### src/core/frame_scan_consts.vh
// constants for the frame triggered scan controller
`ifndef FRAME_SCAN_CONSTS_VH
`define FRAME_SCAN_CONSTS_VH
`define FS_SLOT_CNT_W      8
`define FS_LSO_SYNC_W      2
`define FS_MIN_PULSE_LSO   2
`define FS_ARM_GAP_LSO     2
`define FS_LSO_CNT_W       2
`endif

### src/core/frame_scan_ctrl.v
// frame triggered scan sequencer for a low power sense controller
// Operation
// scan starts only on a frame trigger after software armed all slots
// source holds each trigger pulse at least two slow oscillator cycles
// source spaces pulses beyond frame, interrupt and processing time
// source gives a clean rectangular trigger pulse
// a started scan runs to its end without processor help
// scan completion raises an interrupt that wakes from sleep
// hardware stays inactive during deep sleep
// a multi widget request wakes the processor after every widget
// source keeps trigger no longer than one scan frame
// at least two slow oscillator cycles between arming and trigger
// trigger is synchronised to slow oscillator, scan starts on qualified rise
`timescale 1ns/100ps
`default_nettype none
`include "frame_scan_consts.vh"
module frame_scan_ctrl
(
    input  wire                       ref_clk_i,
    input  wire                       srst_i,
    input  wire                       low_speed_osc_clock_i,
    input  wire                       frame_start_i,
    input  wire                       arm_all_slots_i,
    input  wire [`FS_SLOT_CNT_W-1:0]  slot_count_i,
    input  wire                       deep_sleep_i,
    input  wire                       slot_done_i,
    output reg                        slot_start_o,
    output reg  [`FS_SLOT_CNT_W-1:0]  slot_index_o,
    output reg                        busy_o,
    output reg                        armed_o,
    output reg                        wake_irq_o
);
    localparam [3:0] ST_IDLE = 4'h1;
    localparam [3:0] ST_ARM  = 4'h2;
    localparam [3:0] ST_SCAN = 4'h4;
    localparam [3:0] ST_WAIT = 4'h8;

    reg [3:0]                    state;
    reg [3:0]                    next_state;
    reg [`FS_LSO_SYNC_W-1:0]     lso_sync;
    reg                          lso_prev;
    reg [`FS_LSO_SYNC_W-1:0]     trig_sync;
    reg                          qualified;
    reg                          qual_prev;
    reg [`FS_LSO_CNT_W-1:0]      arm_gap;
    reg [`FS_SLOT_CNT_W-1:0]     slots_left;
    wire                         lso_rise;
    wire                         trig_launch;

    wire                         arm_ok;
    wire                         gap_met;
    wire                         slot_finish;
    wire                         last_slot;

    // slow oscillator is sampled, not used as a clock: one domain only
    assign lso_rise    = lso_sync[1] & ~lso_prev;
    // launch on the rise of the qualified level, so one long pulse starts one scan
    assign trig_launch = qualified & ~qual_prev;
    assign arm_ok      = arm_all_slots_i & ~deep_sleep_i;
    assign gap_met     = (arm_gap == `FS_ARM_GAP_LSO);
    assign slot_finish = (state == ST_WAIT) & slot_done_i & ~deep_sleep_i;
    assign last_slot   = (slots_left == 8'h00);

    always @(posedge ref_clk_i)
    begin
        if (srst_i)
        begin
            lso_sync  <= {`FS_LSO_SYNC_W{1'b0}};
            lso_prev  <= 1'b0;
        end
        else
        begin
            lso_sync  <= {lso_sync[0], low_speed_osc_clock_i};
            lso_prev  <= lso_sync[1];
        end
    end

    // the trigger is looked at only on slow rises: that is its synchronisation
    always @(posedge ref_clk_i)
    begin
        if (srst_i)
        begin
            trig_sync <= {`FS_LSO_SYNC_W{1'b0}};
            qualified <= 1'b0;
            qual_prev <= 1'b0;
        end
        else
        begin
            qual_prev <= qualified;
            if (lso_rise)
                trig_sync <= {trig_sync[0], frame_start_i};
            // both slow samples high: a pulse of the minimum width is enough
            qualified <= &trig_sync;
        end
    end

    always @*
    begin
        next_state = state;
        case (state)
            ST_IDLE:
            begin
                if (arm_ok)
                    next_state = ST_ARM;
            end
            ST_ARM:
            begin
                // a trigger before the arm gap elapses is ignored
                if (deep_sleep_i)
                    next_state = ST_IDLE;
                else if (trig_launch && gap_met)
                    next_state = ST_SCAN;
            end
            ST_SCAN:
            begin
                if (deep_sleep_i)
                    next_state = ST_IDLE;
                else
                    next_state = ST_WAIT;
            end
            ST_WAIT:
            begin
                if (deep_sleep_i)
                    next_state = ST_IDLE;
                else if (slot_done_i)
                    next_state = last_slot ? ST_IDLE : ST_SCAN;
            end
            default:
            begin
                next_state = ST_IDLE;
            end
        endcase
    end

    always @(posedge ref_clk_i)
    begin
        if (srst_i)
        begin
            state <= ST_IDLE;
        end
        else
        begin
            state <= next_state;
        end
    end

    // arm gap counts slow rises seen while armed, saturating at the minimum
    always @(posedge ref_clk_i)
    begin
        if (srst_i)
            arm_gap <= {`FS_LSO_CNT_W{1'b0}};
        else if (state != ST_ARM)
            arm_gap <= {`FS_LSO_CNT_W{1'b0}};
        else if (lso_rise && !gap_met)
            arm_gap <= arm_gap + 2'h1;
    end

    always @(posedge ref_clk_i)
    begin
        if (srst_i)
        begin
            slots_left   <= 8'h00;
            slot_index_o <= 8'h00;
        end
        else if (state == ST_IDLE)
        begin
            // a count of zero still scans one slot
            slot_index_o <= 8'h00;
            slots_left   <= (slot_count_i == 8'h00) ? 8'h00 : slot_count_i - 8'h01;
        end
        else if (slot_finish && !last_slot)
        begin
            slots_left   <= slots_left - 8'h01;
            slot_index_o <= slot_index_o + 8'h01;
        end
    end

    always @(posedge ref_clk_i)
    begin
        if (srst_i)
        begin
            slot_start_o <= 1'b0;
        end
        else
        begin
            slot_start_o <= (next_state == ST_SCAN);
        end
    end

    always @(posedge ref_clk_i)
    begin
        if (srst_i)
        begin
            busy_o <= 1'b0;
        end
        else
        begin
            busy_o <= (next_state == ST_SCAN) || (next_state == ST_WAIT);
        end
    end

    always @(posedge ref_clk_i)
    begin
        if (srst_i)
        begin
            armed_o <= 1'b0;
        end
        else
        begin
            armed_o <= (next_state == ST_ARM);
        end
    end

    // one wake pulse per finished widget, not only the last
    always @(posedge ref_clk_i)
    begin
        if (srst_i)
        begin
            wake_irq_o <= 1'b0;
        end
        else
        begin
            wake_irq_o <= slot_finish;
        end
    end
endmodule // frame_scan_ctrl
`default_nettype wire

### config.mk
export PLATFORM = sky130hd
export DESIGN_NAME = frame_scan_ctrl
export DESIGN_NICKNAME = d
export VERILOG_FILES = /design/src/core/frame_scan_ctrl.v
export VERILOG_INCLUDE_DIRS = /design/src /design/src/core
export SDC_FILE = /design/constraint.sdc
export NUM_CORES = 1
export LEC_CHECK = 0
export BUFFER_PORTS_ARGS = -buffer_cell sky130_fd_sc_hd__buf_2
export CAP_MARGIN = 20
export CORE_MARGIN = 2
export CORE_UTILIZATION = 40
export DETAILED_ROUTE_END_ITERATION = 8
export PLACE_DENSITY = 0.6
export SYNTH_ARGS = -nofsm -noshare
export SYNTH_HDL_FRONTEND = slang
export SYNTH_SLANG_ARGS = --single-unit
### constraint.sdc
create_clock -name ref_clk_i -period 5.95 [get_ports ref_clk_i]
set_clock_uncertainty 0.05 [all_clocks]
set_input_delay 1.19 -clock ref_clk_i [delete_from_list [all_inputs] [get_ports ref_clk_i]]
set_output_delay 1.19 -clock ref_clk_i [all_outputs]
set_load 0.1 [all_outputs]
# Yosys cells after proc, flatten, opt, wreduce, memory -nomap -nowiden
# Cells that the tools add are included.
[totals]
regBits = 33
out_inout_bits = 12
inputBits = 15
[classes]
n_mux = 11
reduce_logical = 12
n_addsub = 4
bitwise = 8
eq_ne = 9
[ops]
columns = ["operator", "count"]
rows = [
  ["2-to-1 mux 4 bit", 6],
  ["2-to-1 mux 8 bit", 3],
  ["logical NOT 8 bit", 2],
  ["one-hot mux 4 bit (4 select lines)", 1],
  ["subtractor 8 x 1 -> 8 bit, second input constant", 2],
  ["adder 8 x 1 -> 8 bit, second input constant", 1],
  ["== test 4 x 2 -> 1 bit, second input constant", 2],
  ["== test 4 x 3 -> 1 bit, second input constant", 2],
  ["== test 4 bit, second input constant", 2],
  ["AND 1 bit", 5],
  ["== test 4 x 1 -> 1 bit, second input constant", 1],
  ["!= test 4 x 2 -> 1 bit, second input constant", 1],
  ["OR reduction 2 bit", 2],
  ["logical AND 1 bit", 3],
  ["2-to-1 mux 3 bit", 1],
  ["inverter 1 bit", 3],
  ["adder 2 x 1 -> 2 bit, second input constant", 1],
  ["== test 2 bit, second input constant", 1],
  ["logical NOT 1 bit", 2],
  ["AND reduction 2 bit", 1],
  ["nonzero test 2 bit", 1],
  ["logical OR 1 bit", 1],
]

# Logic depth before layout (Yosys ltp)
# Gate-level depths: netlist (run 1).
[logic_depth]
ltp_word = 8
mapped_depth = 8

# Worst setup path after synthesis (run 1)
# OpenSTA, ideal clock, no wires.
[synth_timing]
path_type = "input to register"
startpoint = "input slot_count_i[1]"
endpoint = "register slots_left[7]"
setup_slack_ns = 3.245
required_ns = 5.826
path_stages = 4
n_path_buf = 0
arrival_ns = 2.581
cell_sequence = "or4_1 > or4_1 > a31o_2 > a31oi_1"
[synth_via]
elab_chain_len = 3
word_cells_on_any_way = 4
[synth_rtl]
columns = ["item", "line", "text"]
rows = [
  ["from (decl)", "frame_scan_ctrl.v:24", "input wire [`FS_SLOT_CNT_W-1:0] slot_count_i,"],
  ["subtractor 8 x 1 -> 8 bit or logical NOT 8 bit (tied branches)", "frame_scan_ctrl.v:169", "slots_left <= (slot_count_i == 8'h00) ? 8'h00 : slot_count_i - 8'h01;"],
  ["2-to-1 mux 8 bit (*)", "frame_scan_ctrl.v:169", ""],
  ["2-to-1 mux 8 bit (*)", "frame_scan_ctrl.v:165", "else if (state == ST_IDLE)"],
  ["to (signal assigned)", "frame_scan_ctrl.v:169", ""],
  ["to (signal assigned)", "frame_scan_ctrl.v:173", "slots_left <= slots_left - 8'h01;"],
  ["to (decl)", "frame_scan_ctrl.v:46", "reg [`FS_SLOT_CNT_W-1:0] slots_left;"],
]
# Every way passes the cells marked *; elsewhere a longest branch is shown, timed or not.
# A chain may end at the register's enable or synchronous reset.

# Worst setup path after layout (run 1)
# Same ends and word-level chain as after synthesis.

==> metrics.md, run 1 <==
| Metric | Value |
|---|---|
| Status | `complete, no violations` |
| Wire per inst | `13.73 um` |
| Fin cells | `284` |
| Multi-input logic area | `1010 um2` |
| Via/cell ratio | `5.715` |
| CTS max path bufs | `2` |
| First DRT Iteration DRCs | `95` |
| Placed inst area | `1903 um2` |
| Pre-antenna DRT Iters | `4` |
| Synth Instances | `209` |
| Crit. End Element | `flop` |
| H-tree depth reported by CTS | `2` |
| Placer congestion estimate | `0.7944` |
| Die area | `4967 um2` |
| FP Rows | `24` |
| Tot GR Track Use | `0.1628` |
| Cell accounting for the most synthesized area | `dfxtp_1` |
| Num CTS Buffers | `5` |
| Commonest cells after routing, fill and taps aside | `dfxtp_1, buf_2, nor2_1` |
| Critical-path cell list | `buf_2 -> or4_1 -> or4_1 -> a31o_2 -> a31oi_1` |
| Die span in y | `70.48 um` |
| Largest stage delay on the critical path | `0.59 ns` |
| Worst skew pair latency | `0.28 ns` |
| Slew at the pin closest to its max-slew limit | `0.7903 ns` |
| Dpl cells | `276` |
| Pwr Density | `233.2 nW/um2` |
| Synth top area share | `0.3737` |
| Register bit total from synthesis | `33` |
| Most frequent CP cell | `or4_1` |
| Die Width | `70.48 um` |
| Commonest non-fill, non-tap cell in the layout | `dfxtp_1` |
| R2r setup slk | `3.64 ns` |
| Pin count of the biggest net entering global routing | `24` |
| First-pass GRT wire length | `6492 um` |
| Area Overhead vs Synth | `12.95%` |
| Grt peak-use layer | `met2` |
| Post-CTS setup buffers | `0` |
| Leak | `0.7259 nW` |
| Core Region | `4294 um2` |
| CTS clk-pin slew, worst paths | `0.07 ns` |
| HPWL Detailed | `2715 um` |
| Critical path startpoint category | `input port` |
| IO Count | `27` |
| WP data required | `6.11 ns` |
| GRT met1 Usage | `0.2124` |
| Asr flop ratio synth | `0` |
| Drt total wl | `3899 um` |
| Tcrit/Tclk final | `0.4357` |
| FMAX | `0.3858 GHz` |
| VDD IR max | `0.08103 mV` |
| R2r endpoint | `slots_left[0]` |
| Critical path buffers and inverters | `1` |
| Worst EP arrival | `2.75 ns` |
| Grt ovf | `0` |
| Fin util | `0.4650` |
| Slowest cell on the critical path | `or4_1` |
| CP Class | `input port to flop` |
| Fraction of layout cells with a size suffix above 1 | `0.1724` |
| Worst reg2reg path depth | `7` |
| Synthesized cell area | `1768 um2` |
| Post-route ant nets | `0` |
| RSZ-0062 raised after global routing | `false` |
| Met3 usage | `0.03896` |
| Hold path start | `trig_sync[1]` |
| Initial antenna violation count | `0` |
| Final Instance Area | `1997 um2` |
| Worst Hold Depth | `2` |
| DRC | `0` |
| Final net count | `251` |
| FILL cells | `436` |
| Final hold violations | `0` |
| Hold endpoint | `qualified` |
| Max Cap Violations | `0` |
| Sequential cell area fraction in the yosys report | `0.3737` |
| FF+latch area | `660.6 um2` |
| CTS tree | `built` |
| Netlist cell types | `46` |
| CTS sink count | `33` |
| Worst Hold Slack | `0.3930 ns` |
| Clock root cell | `clkbuf_8` |
| Vias in the first global route | `1,411` |
| Cts repair resizes | `0` |
| Final max-slew violation count | `0` |
| Worst reg2reg startpoint | `slots_left[0]` |
| GRT met2 Usage | `0.2547` |
| Number of diodes | `0` |
| Max-slew headroom | `0.4717` |
| Via count | `1,623` |
| Post-synth EDFFs | `0` |
| WP depth | `5` |
| Ys flop type | `dfxtp_1` |
| Avg Inst Size Synth | `8.459 um2` |
| Syn nets | `228` |
| Total negative setup slack | `0 ns` |
| Class of the worst hold path | `flop to flop` |
| Top delay family on crit path | `simple AND/OR/NAND/NOR gates` |
| Initial Util | `0.4117` |
| Top post-synthesis cells by area | `dfxtp_1, or4_1, a21oi_1, nor2_1, o21ai_0` |
| Hold-fix buffers at CTS | `0` |
| Yosys Warn Count | `0` |
| Minimum clock period | `2.592 ns` |
| Count of input and output buffers | `26` |
| Final Setup Violations | `0` |
| CP max FO | `5` |
power breakdown:
group / internal [mW] / total, mW / switching [mW] / leakage [nW]
Sequential: 0.228 / 0.235 / 0.00715 / 0.269
Clock: 0.0917 / 0.168 / 0.0761 / 0.0443
Combinational: 0.0236 / 0.0626 / 0.0389 / 0.413
Total: 0.343 / 0.466 / 0.122 / 0.726
metrics by stage:
stage / setup WS [ns] / power (mW)
detailed placement: 3.073 / 0.3001
finish: 3.358 / 0.4656
global placement: 3.103 / 0.2995
floorplan: 3.245 / 0.2825
CTS: 3.285 / 0.4703
global route: 3.310 / 0.4880
registers in the layout (all words and copies together) (netlist names):
signal,cells
state,4
trig_sync,2
lso_prev,1
slots_left,8
wake_irq_o,1
slot_start_o,1
arm_gap,2
busy_o,1
armed_o,1
slot_index_o,8
lso_sync,2
qual_prev,1
qualified,1
synthesized netlist by cell type, drive strengths merged (4+ instances only):
library cell and count:
nand2b 6, clkbuf 5, nand2 9, o21ai 11, nor2 16, buf 6, nor3 8, mux2i 5
a211oi 4, or4 10, ha 4, o31ai 7, nor4 5, inv 10, nand3 9, a21oi 13
dfxtp 33, nor2b 8, or3 6
final cells by class:
| class | instances | area share |
|---|---|---|
| Multi-Input combinational cell | 155 | 0.5056 |
| Timing Repair Buffer | 27 | 0.06892 |
| Clock buffer | 7 | 0.04323 |
| Inverter | 10 | 0.01880 |
| Tap cell | 52 | 0.03258 |
| Sequential cell | 33 | 0.3308 |
metal layers:
layer | part of all wire | up-vias
li1 | - | 841
met1 | 0.47 | 743
met2 | 0.48 | 35
met3 | 0.043 | 4
met4 | 0.011 | 0
met5 | 0 | -
worst max-delay path by stage:
stage | end | from | slack [ns]
2_1_floorplan | slots_left[7] | slot_count_i[1] | 3.25
3_3_place_gp | slots_left[7] | slot_count_i[1] | 3.10
3_5_place_dp | slots_left[7] | slot_count_i[1] | 3.07
4_1_cts | slots_left[0] | slots_left[0] | 3.28
5_1_grt | slots_left[7] | slot_count_i[1] | 3.31
6_report | slots_left[7] | slot_count_i[1] | 3.36
worst register-to-register path, delay by kind of cell, from the launching register on:
family                   cells  cell delay, ns
AO/OA/AOI/OAI                2            0.36
buffers and inverters        2            0.38
AND/OR/NAND/NOR              2            0.89
adder cells (fa/ha/maj)      1            0.21
flip-flops                   1            0.32
logic make-up (layout without fill, tap and decap cells):
family | count (synthesis) | in the layout | share of synthesized area
AND/OR/NAND/NOR | 89 | 89 | 0.2923
AO/OA/AOI/OAI | 56 | 56 | 0.2173
flip-flops | 33 | 33 | 0.3737
buffers and inverters | 21 | 44 | 0.05520
multiplexers | 5 | 5 | 0.02831
adder cells (fa/ha/maj) | 4 | 4 | 0.02831
XOR/XNOR | 1 | 1 | 0.004955
Note: power is estimated with default switching activity, not from simulation.
==> inputs of run 2 (changes only) <==
--- a/config.mk
+++ b/config.mk
@@ -6,12 +6,13 @@
 export SDC_FILE = /design/constraint.sdc
 export NUM_CORES = 1
 export LEC_CHECK = 0
+export ABC_AREA = 1
 export BUFFER_PORTS_ARGS = -buffer_cell sky130_fd_sc_hd__buf_2
 export CAP_MARGIN = 20
 export CORE_MARGIN = 2
 export CORE_UTILIZATION = 40
 export DETAILED_ROUTE_END_ITERATION = 8
-export PLACE_DENSITY = 0.6
+export PLACE_DENSITY = 0.59
 export SYNTH_ARGS = -nofsm -noshare
 export SYNTH_HDL_FRONTEND = slang
 export SYNTH_SLANG_ARGS = --single-unit
==> constraint.sdc (replaced) <==
create_clock -name ref_clk_i -period 2.4 [get_ports ref_clk_i]
set_clock_uncertainty 0.05 [all_clocks]
set_input_delay 0.48 -clock ref_clk_i [delete_from_list [all_inputs] [get_ports ref_clk_i]]
set_output_delay 0.48 -clock ref_clk_i [all_outputs]
set_load 0.1 [all_outputs]
==> run 2 against run 1 <==
Compared with the run above:
- die area is 7.0% higher
- non-clock buffer count is 1 lower
- hold slack worse by 0.036 ns
- register-to-register slack worse by 3.0 ns
- sequential share of layout area is 2.4 points lower
- count of clock-buffer cells in the layout is 1 lower
- total power grew to 2.7 times the previous value
- cell area is 8.0% higher
- combinational power grew to 4.3 times the previous value
- critical path depth is 4 higher
- critical endpoint is now busy_o
==> metrics.md, run 2 <==
| Metric | Value |
|---|---|
| Status | `complete, no violations` |
| IO Count | `27 (unchanged)` |
| Sequential cell area fraction in the yosys report | `0.3478 (-0.02585)` |
| RSZ-0062 raised after global routing | `false` |
| Slew at the pin closest to its max-slew limit | `0.4856 ns (-0.3048 ns)` |
| Placer congestion estimate | `0.8032 (+1.1%)` |
| CTS clk-pin slew, worst paths | `0.07 ns (about the same)` |
| CTS tree | `built` |
| Commonest cells after routing, fill and taps aside | `nand2_1, nor2_1, inv_1` |
| Critical path buffers and inverters | `3 (+2)` |
| Pre-antenna DRT Iters | `4 (unchanged)` |
| FP Rows | `25 (+4.2%)` |
| CP max FO | `11 (+6)` |
| Register bit total from synthesis | `33 (unchanged)` |
| Synth Instances | `296 (+42%)` |
| FF+latch area | `660.6 um2 (unchanged)` |
| Die area | `5315 um2 (+7.0%)` |
| Core Region | `4661 um2 (+8.5%)` |
| Via/cell ratio | `4.787 (-16%)` |
| Pin count of the biggest net entering global routing | `14 (-42%)` |
| Final hold violations | `0 (unchanged)` |
| Grt ovf | `0 (unchanged)` |
| CP Class | `flop to flop` |
| Synth top cells by count | `nand2_1, nor2_1, inv_1` |
| Hold-fix buffers at CTS | `0 (unchanged)` |
| Initial Util | `0.4075 (-0.004197)` |
| FILL cells | `503 (+15%)` |
| Post-synth EDFFs | `0 (unchanged)` |
| CTS sink count | `33 (unchanged)` |
| Cell accounting for the most synthesized area | `dfxtp_1` |
| HPWL Detailed | `3066 um (+13%)` |
| Total negative setup slack | `0 ns (unchanged)` |
| Syn nets | `315 (+38%)` |
| Fraction of layout cells with a size suffix above 1 | `0.1595 (-0.01290)` |
| Number of diodes | `0 (unchanged)` |
| Minimum clock period | `1.743 ns` |
| Die span in y | `72.91 um (+3.4%)` |
| Die Width | `72.91 um (+3.4%)` |
| H-tree depth reported by CTS | `2 (unchanged)` |
| Post-route ant nets | `0 (unchanged)` |
| Worst Hold Slack | `0.3567 ns (-0.03635 ns)` |
| Ys flop type | `dfxtp_1` |
| Max-slew headroom | `0.6785 (+0.2068)` |
| Avg Inst Size Synth | `6.417 um2 (-24%)` |
| Critical-path cell list | `inv_1 -> ha_1 -> inv_1 -> nor2_2 -> nand4_1 -> nand2_1 -> a21oi_1 -> inv_1 -> nand2_1` |
| Final Setup Violations | `0 (unchanged)` |
| VDD IR max | `0.3181 mV (+290%)` |
| Asr flop ratio synth | `0 (unchanged)` |
| FMAX | `0.5739 GHz` |
| Synthesized cell area | `1899 um2 (+7.4%)` |
| Yosys Warn Count | `0 (unchanged)` |
| DRC | `0 (unchanged)` |
| Vias in the first global route | `1,633 (+16%)` |
| Most frequent CP cell | `inv_1` |
| Commonest non-fill, non-tap cell in the layout | `nand2_1` |
| Pwr Density | `583.6 nW/um2 (+150%)` |
| Initial antenna violation count | `0 (unchanged)` |
| CTS max path bufs | `2 (unchanged)` |
| Post-CTS setup buffers | `0 (unchanged)` |
| Netlist cell types | `28 (-39%)` |
| Final net count | `344 (+37%)` |
| Critical path startpoint category | `flop` |
| Crit. End Element | `flop` |
| Class of the worst hold path | `flop to flop` |
| Top Registers | `slot_index_o: 8 flops, slots_left: 8 flops, state: 4 flops` |
| Cts repair resizes | `0 (unchanged)` |
| Power Total | `1.258 mW (+170%)` |
| Wire per inst | `10.36 um (-25%)` |
| Via count | `1,819 (+12%)` |
| Num CTS Buffers | `5 (unchanged)` |
| Top delay family on crit path | `simple AND/OR/NAND/NOR gates` |
| Largest stage delay on the critical path | `0.33 ns (-0.26 ns)` |
| Count of input and output buffers | `26 (unchanged)` |
| Final max-slew violation count | `0 (unchanged)` |
| WP data required | `2.53 ns (-3.58 ns)` |
| Worst skew pair latency | `0.28 ns (about the same)` |
| Leak | `1.050 nW (+45%)` |
| Max Cap Violations | `0 (unchanged)` |
| Slowest cell on the critical path | `nand2_1` |
| Tcrit/Tclk final | `0.7261` |
| Worst EP arrival | `1.87 ns (-0.88 ns)` |
| Area Overhead vs Synth | `13.50%` |
| First DRT Iteration DRCs | `127 (+34%)` |
| Multi-input logic area | `1052 um2 (+4.2%)` |
| Tot GR Track Use | `0.1638 (+0.001077)` |
| Most numerous cell in the Yosys netlist | `nand2_1` |
| Synth top area share | `0.3478 (-0.02585)` |
| Clock root cell | `clkbuf_8` |
| First-pass GRT wire length | `6934 um (+6.8%)` |
| Drt total wl | `3936 um (+0.95%)` |
| Top post-synthesis cells by area | `dfxtp_1, nand2_1, nor2_1, inv_1, nand3_1` |
| Fin util | `0.4626 (-0.002485)` |
run 2: cell count changes in the layout (fill, tap and decap cells not counted), sizes merged, moves of 6 or more:
cell	change
o31ai	-7
or3	-6
nor2	+45
nand2b	-6
nor3	-7
nand3	+17
nor2b	-8
or4	-10
inv	+31
nand2	+72
run 2: path summary, 6_finish.rpt:
| path | start | depth (start not counted) | to | slack (ns) |
|---|---|---|---|---|
| max reg2reg | slots_left[0] | 9 | busy_o | 0.66 |
| max | slots_left[0] | 9 | busy_o | 0.66 |
| min reg2reg | lso_sync[0] | 2 | lso_sync[1] | 0.36 |
| min | lso_sync[0] | 2 | lso_sync[1] | 0.36 |
run 2: layout make-up:
cell class,instances,share of cell area
clock inverters,2,0.004643
flip-flops and latches,33,0.3064
repair buffers,26,0.06036
clock buffers,6,0.03366
well taps,54,0.03134
multi-input cells,217,0.4881
inverters,42,0.07545
run 2: logic make-up (layout without fill, tap and decap cells):
kind of cell | Yosys count | after routing | share of synthesized area
AOI/OAI and AO/OA | 32 | 32 | 0.09157
xor gates and xnor gates | 5 | 5 | 0.02306
adders and majority gates | 4 | 4 | 0.02635
buffers and inverters | 46 | 76 | 0.09815
DFF | 33 | 33 | 0.3478
and+or+nand+nor | 176 | 176 | 0.4130
run 2: power breakdown:
part	switching, mW	internal (mW)	total [mW]
sequential	0.0207	0.574	0.595
combinational	0.175	0.0928	0.268
clock	0.195	0.201	0.395
run 2: layer usage:
layer  share of wire  track usage  wire length [um]  vias up
li1                -            -                 -      984
met1            0.51       0.2102              1998      810
met4          0.0086      0.04321                34        0
met2            0.46       0.2707              1800       21
met5               0            0                 0        -
met3           0.026      0.04558               102        4
run 2: worst min-delay path: cells and delay by family, from the launching register on:
kind                   cells  cell delay (ns)
and+or+nand+nor            1             0.03
DFF                        1             0.30
buffers and inverters      1             0.04
run 2: stage by stage:
stage	cells	area (um2)	setup WS [ns]
floorplan	296	1899	0.5831
global placement	372	2073	0.5970
detailed placement	372	2073	0.5940
CTS	380	2156	0.6498
global route	380	2156	0.4013
finish	380	2156	0.6575
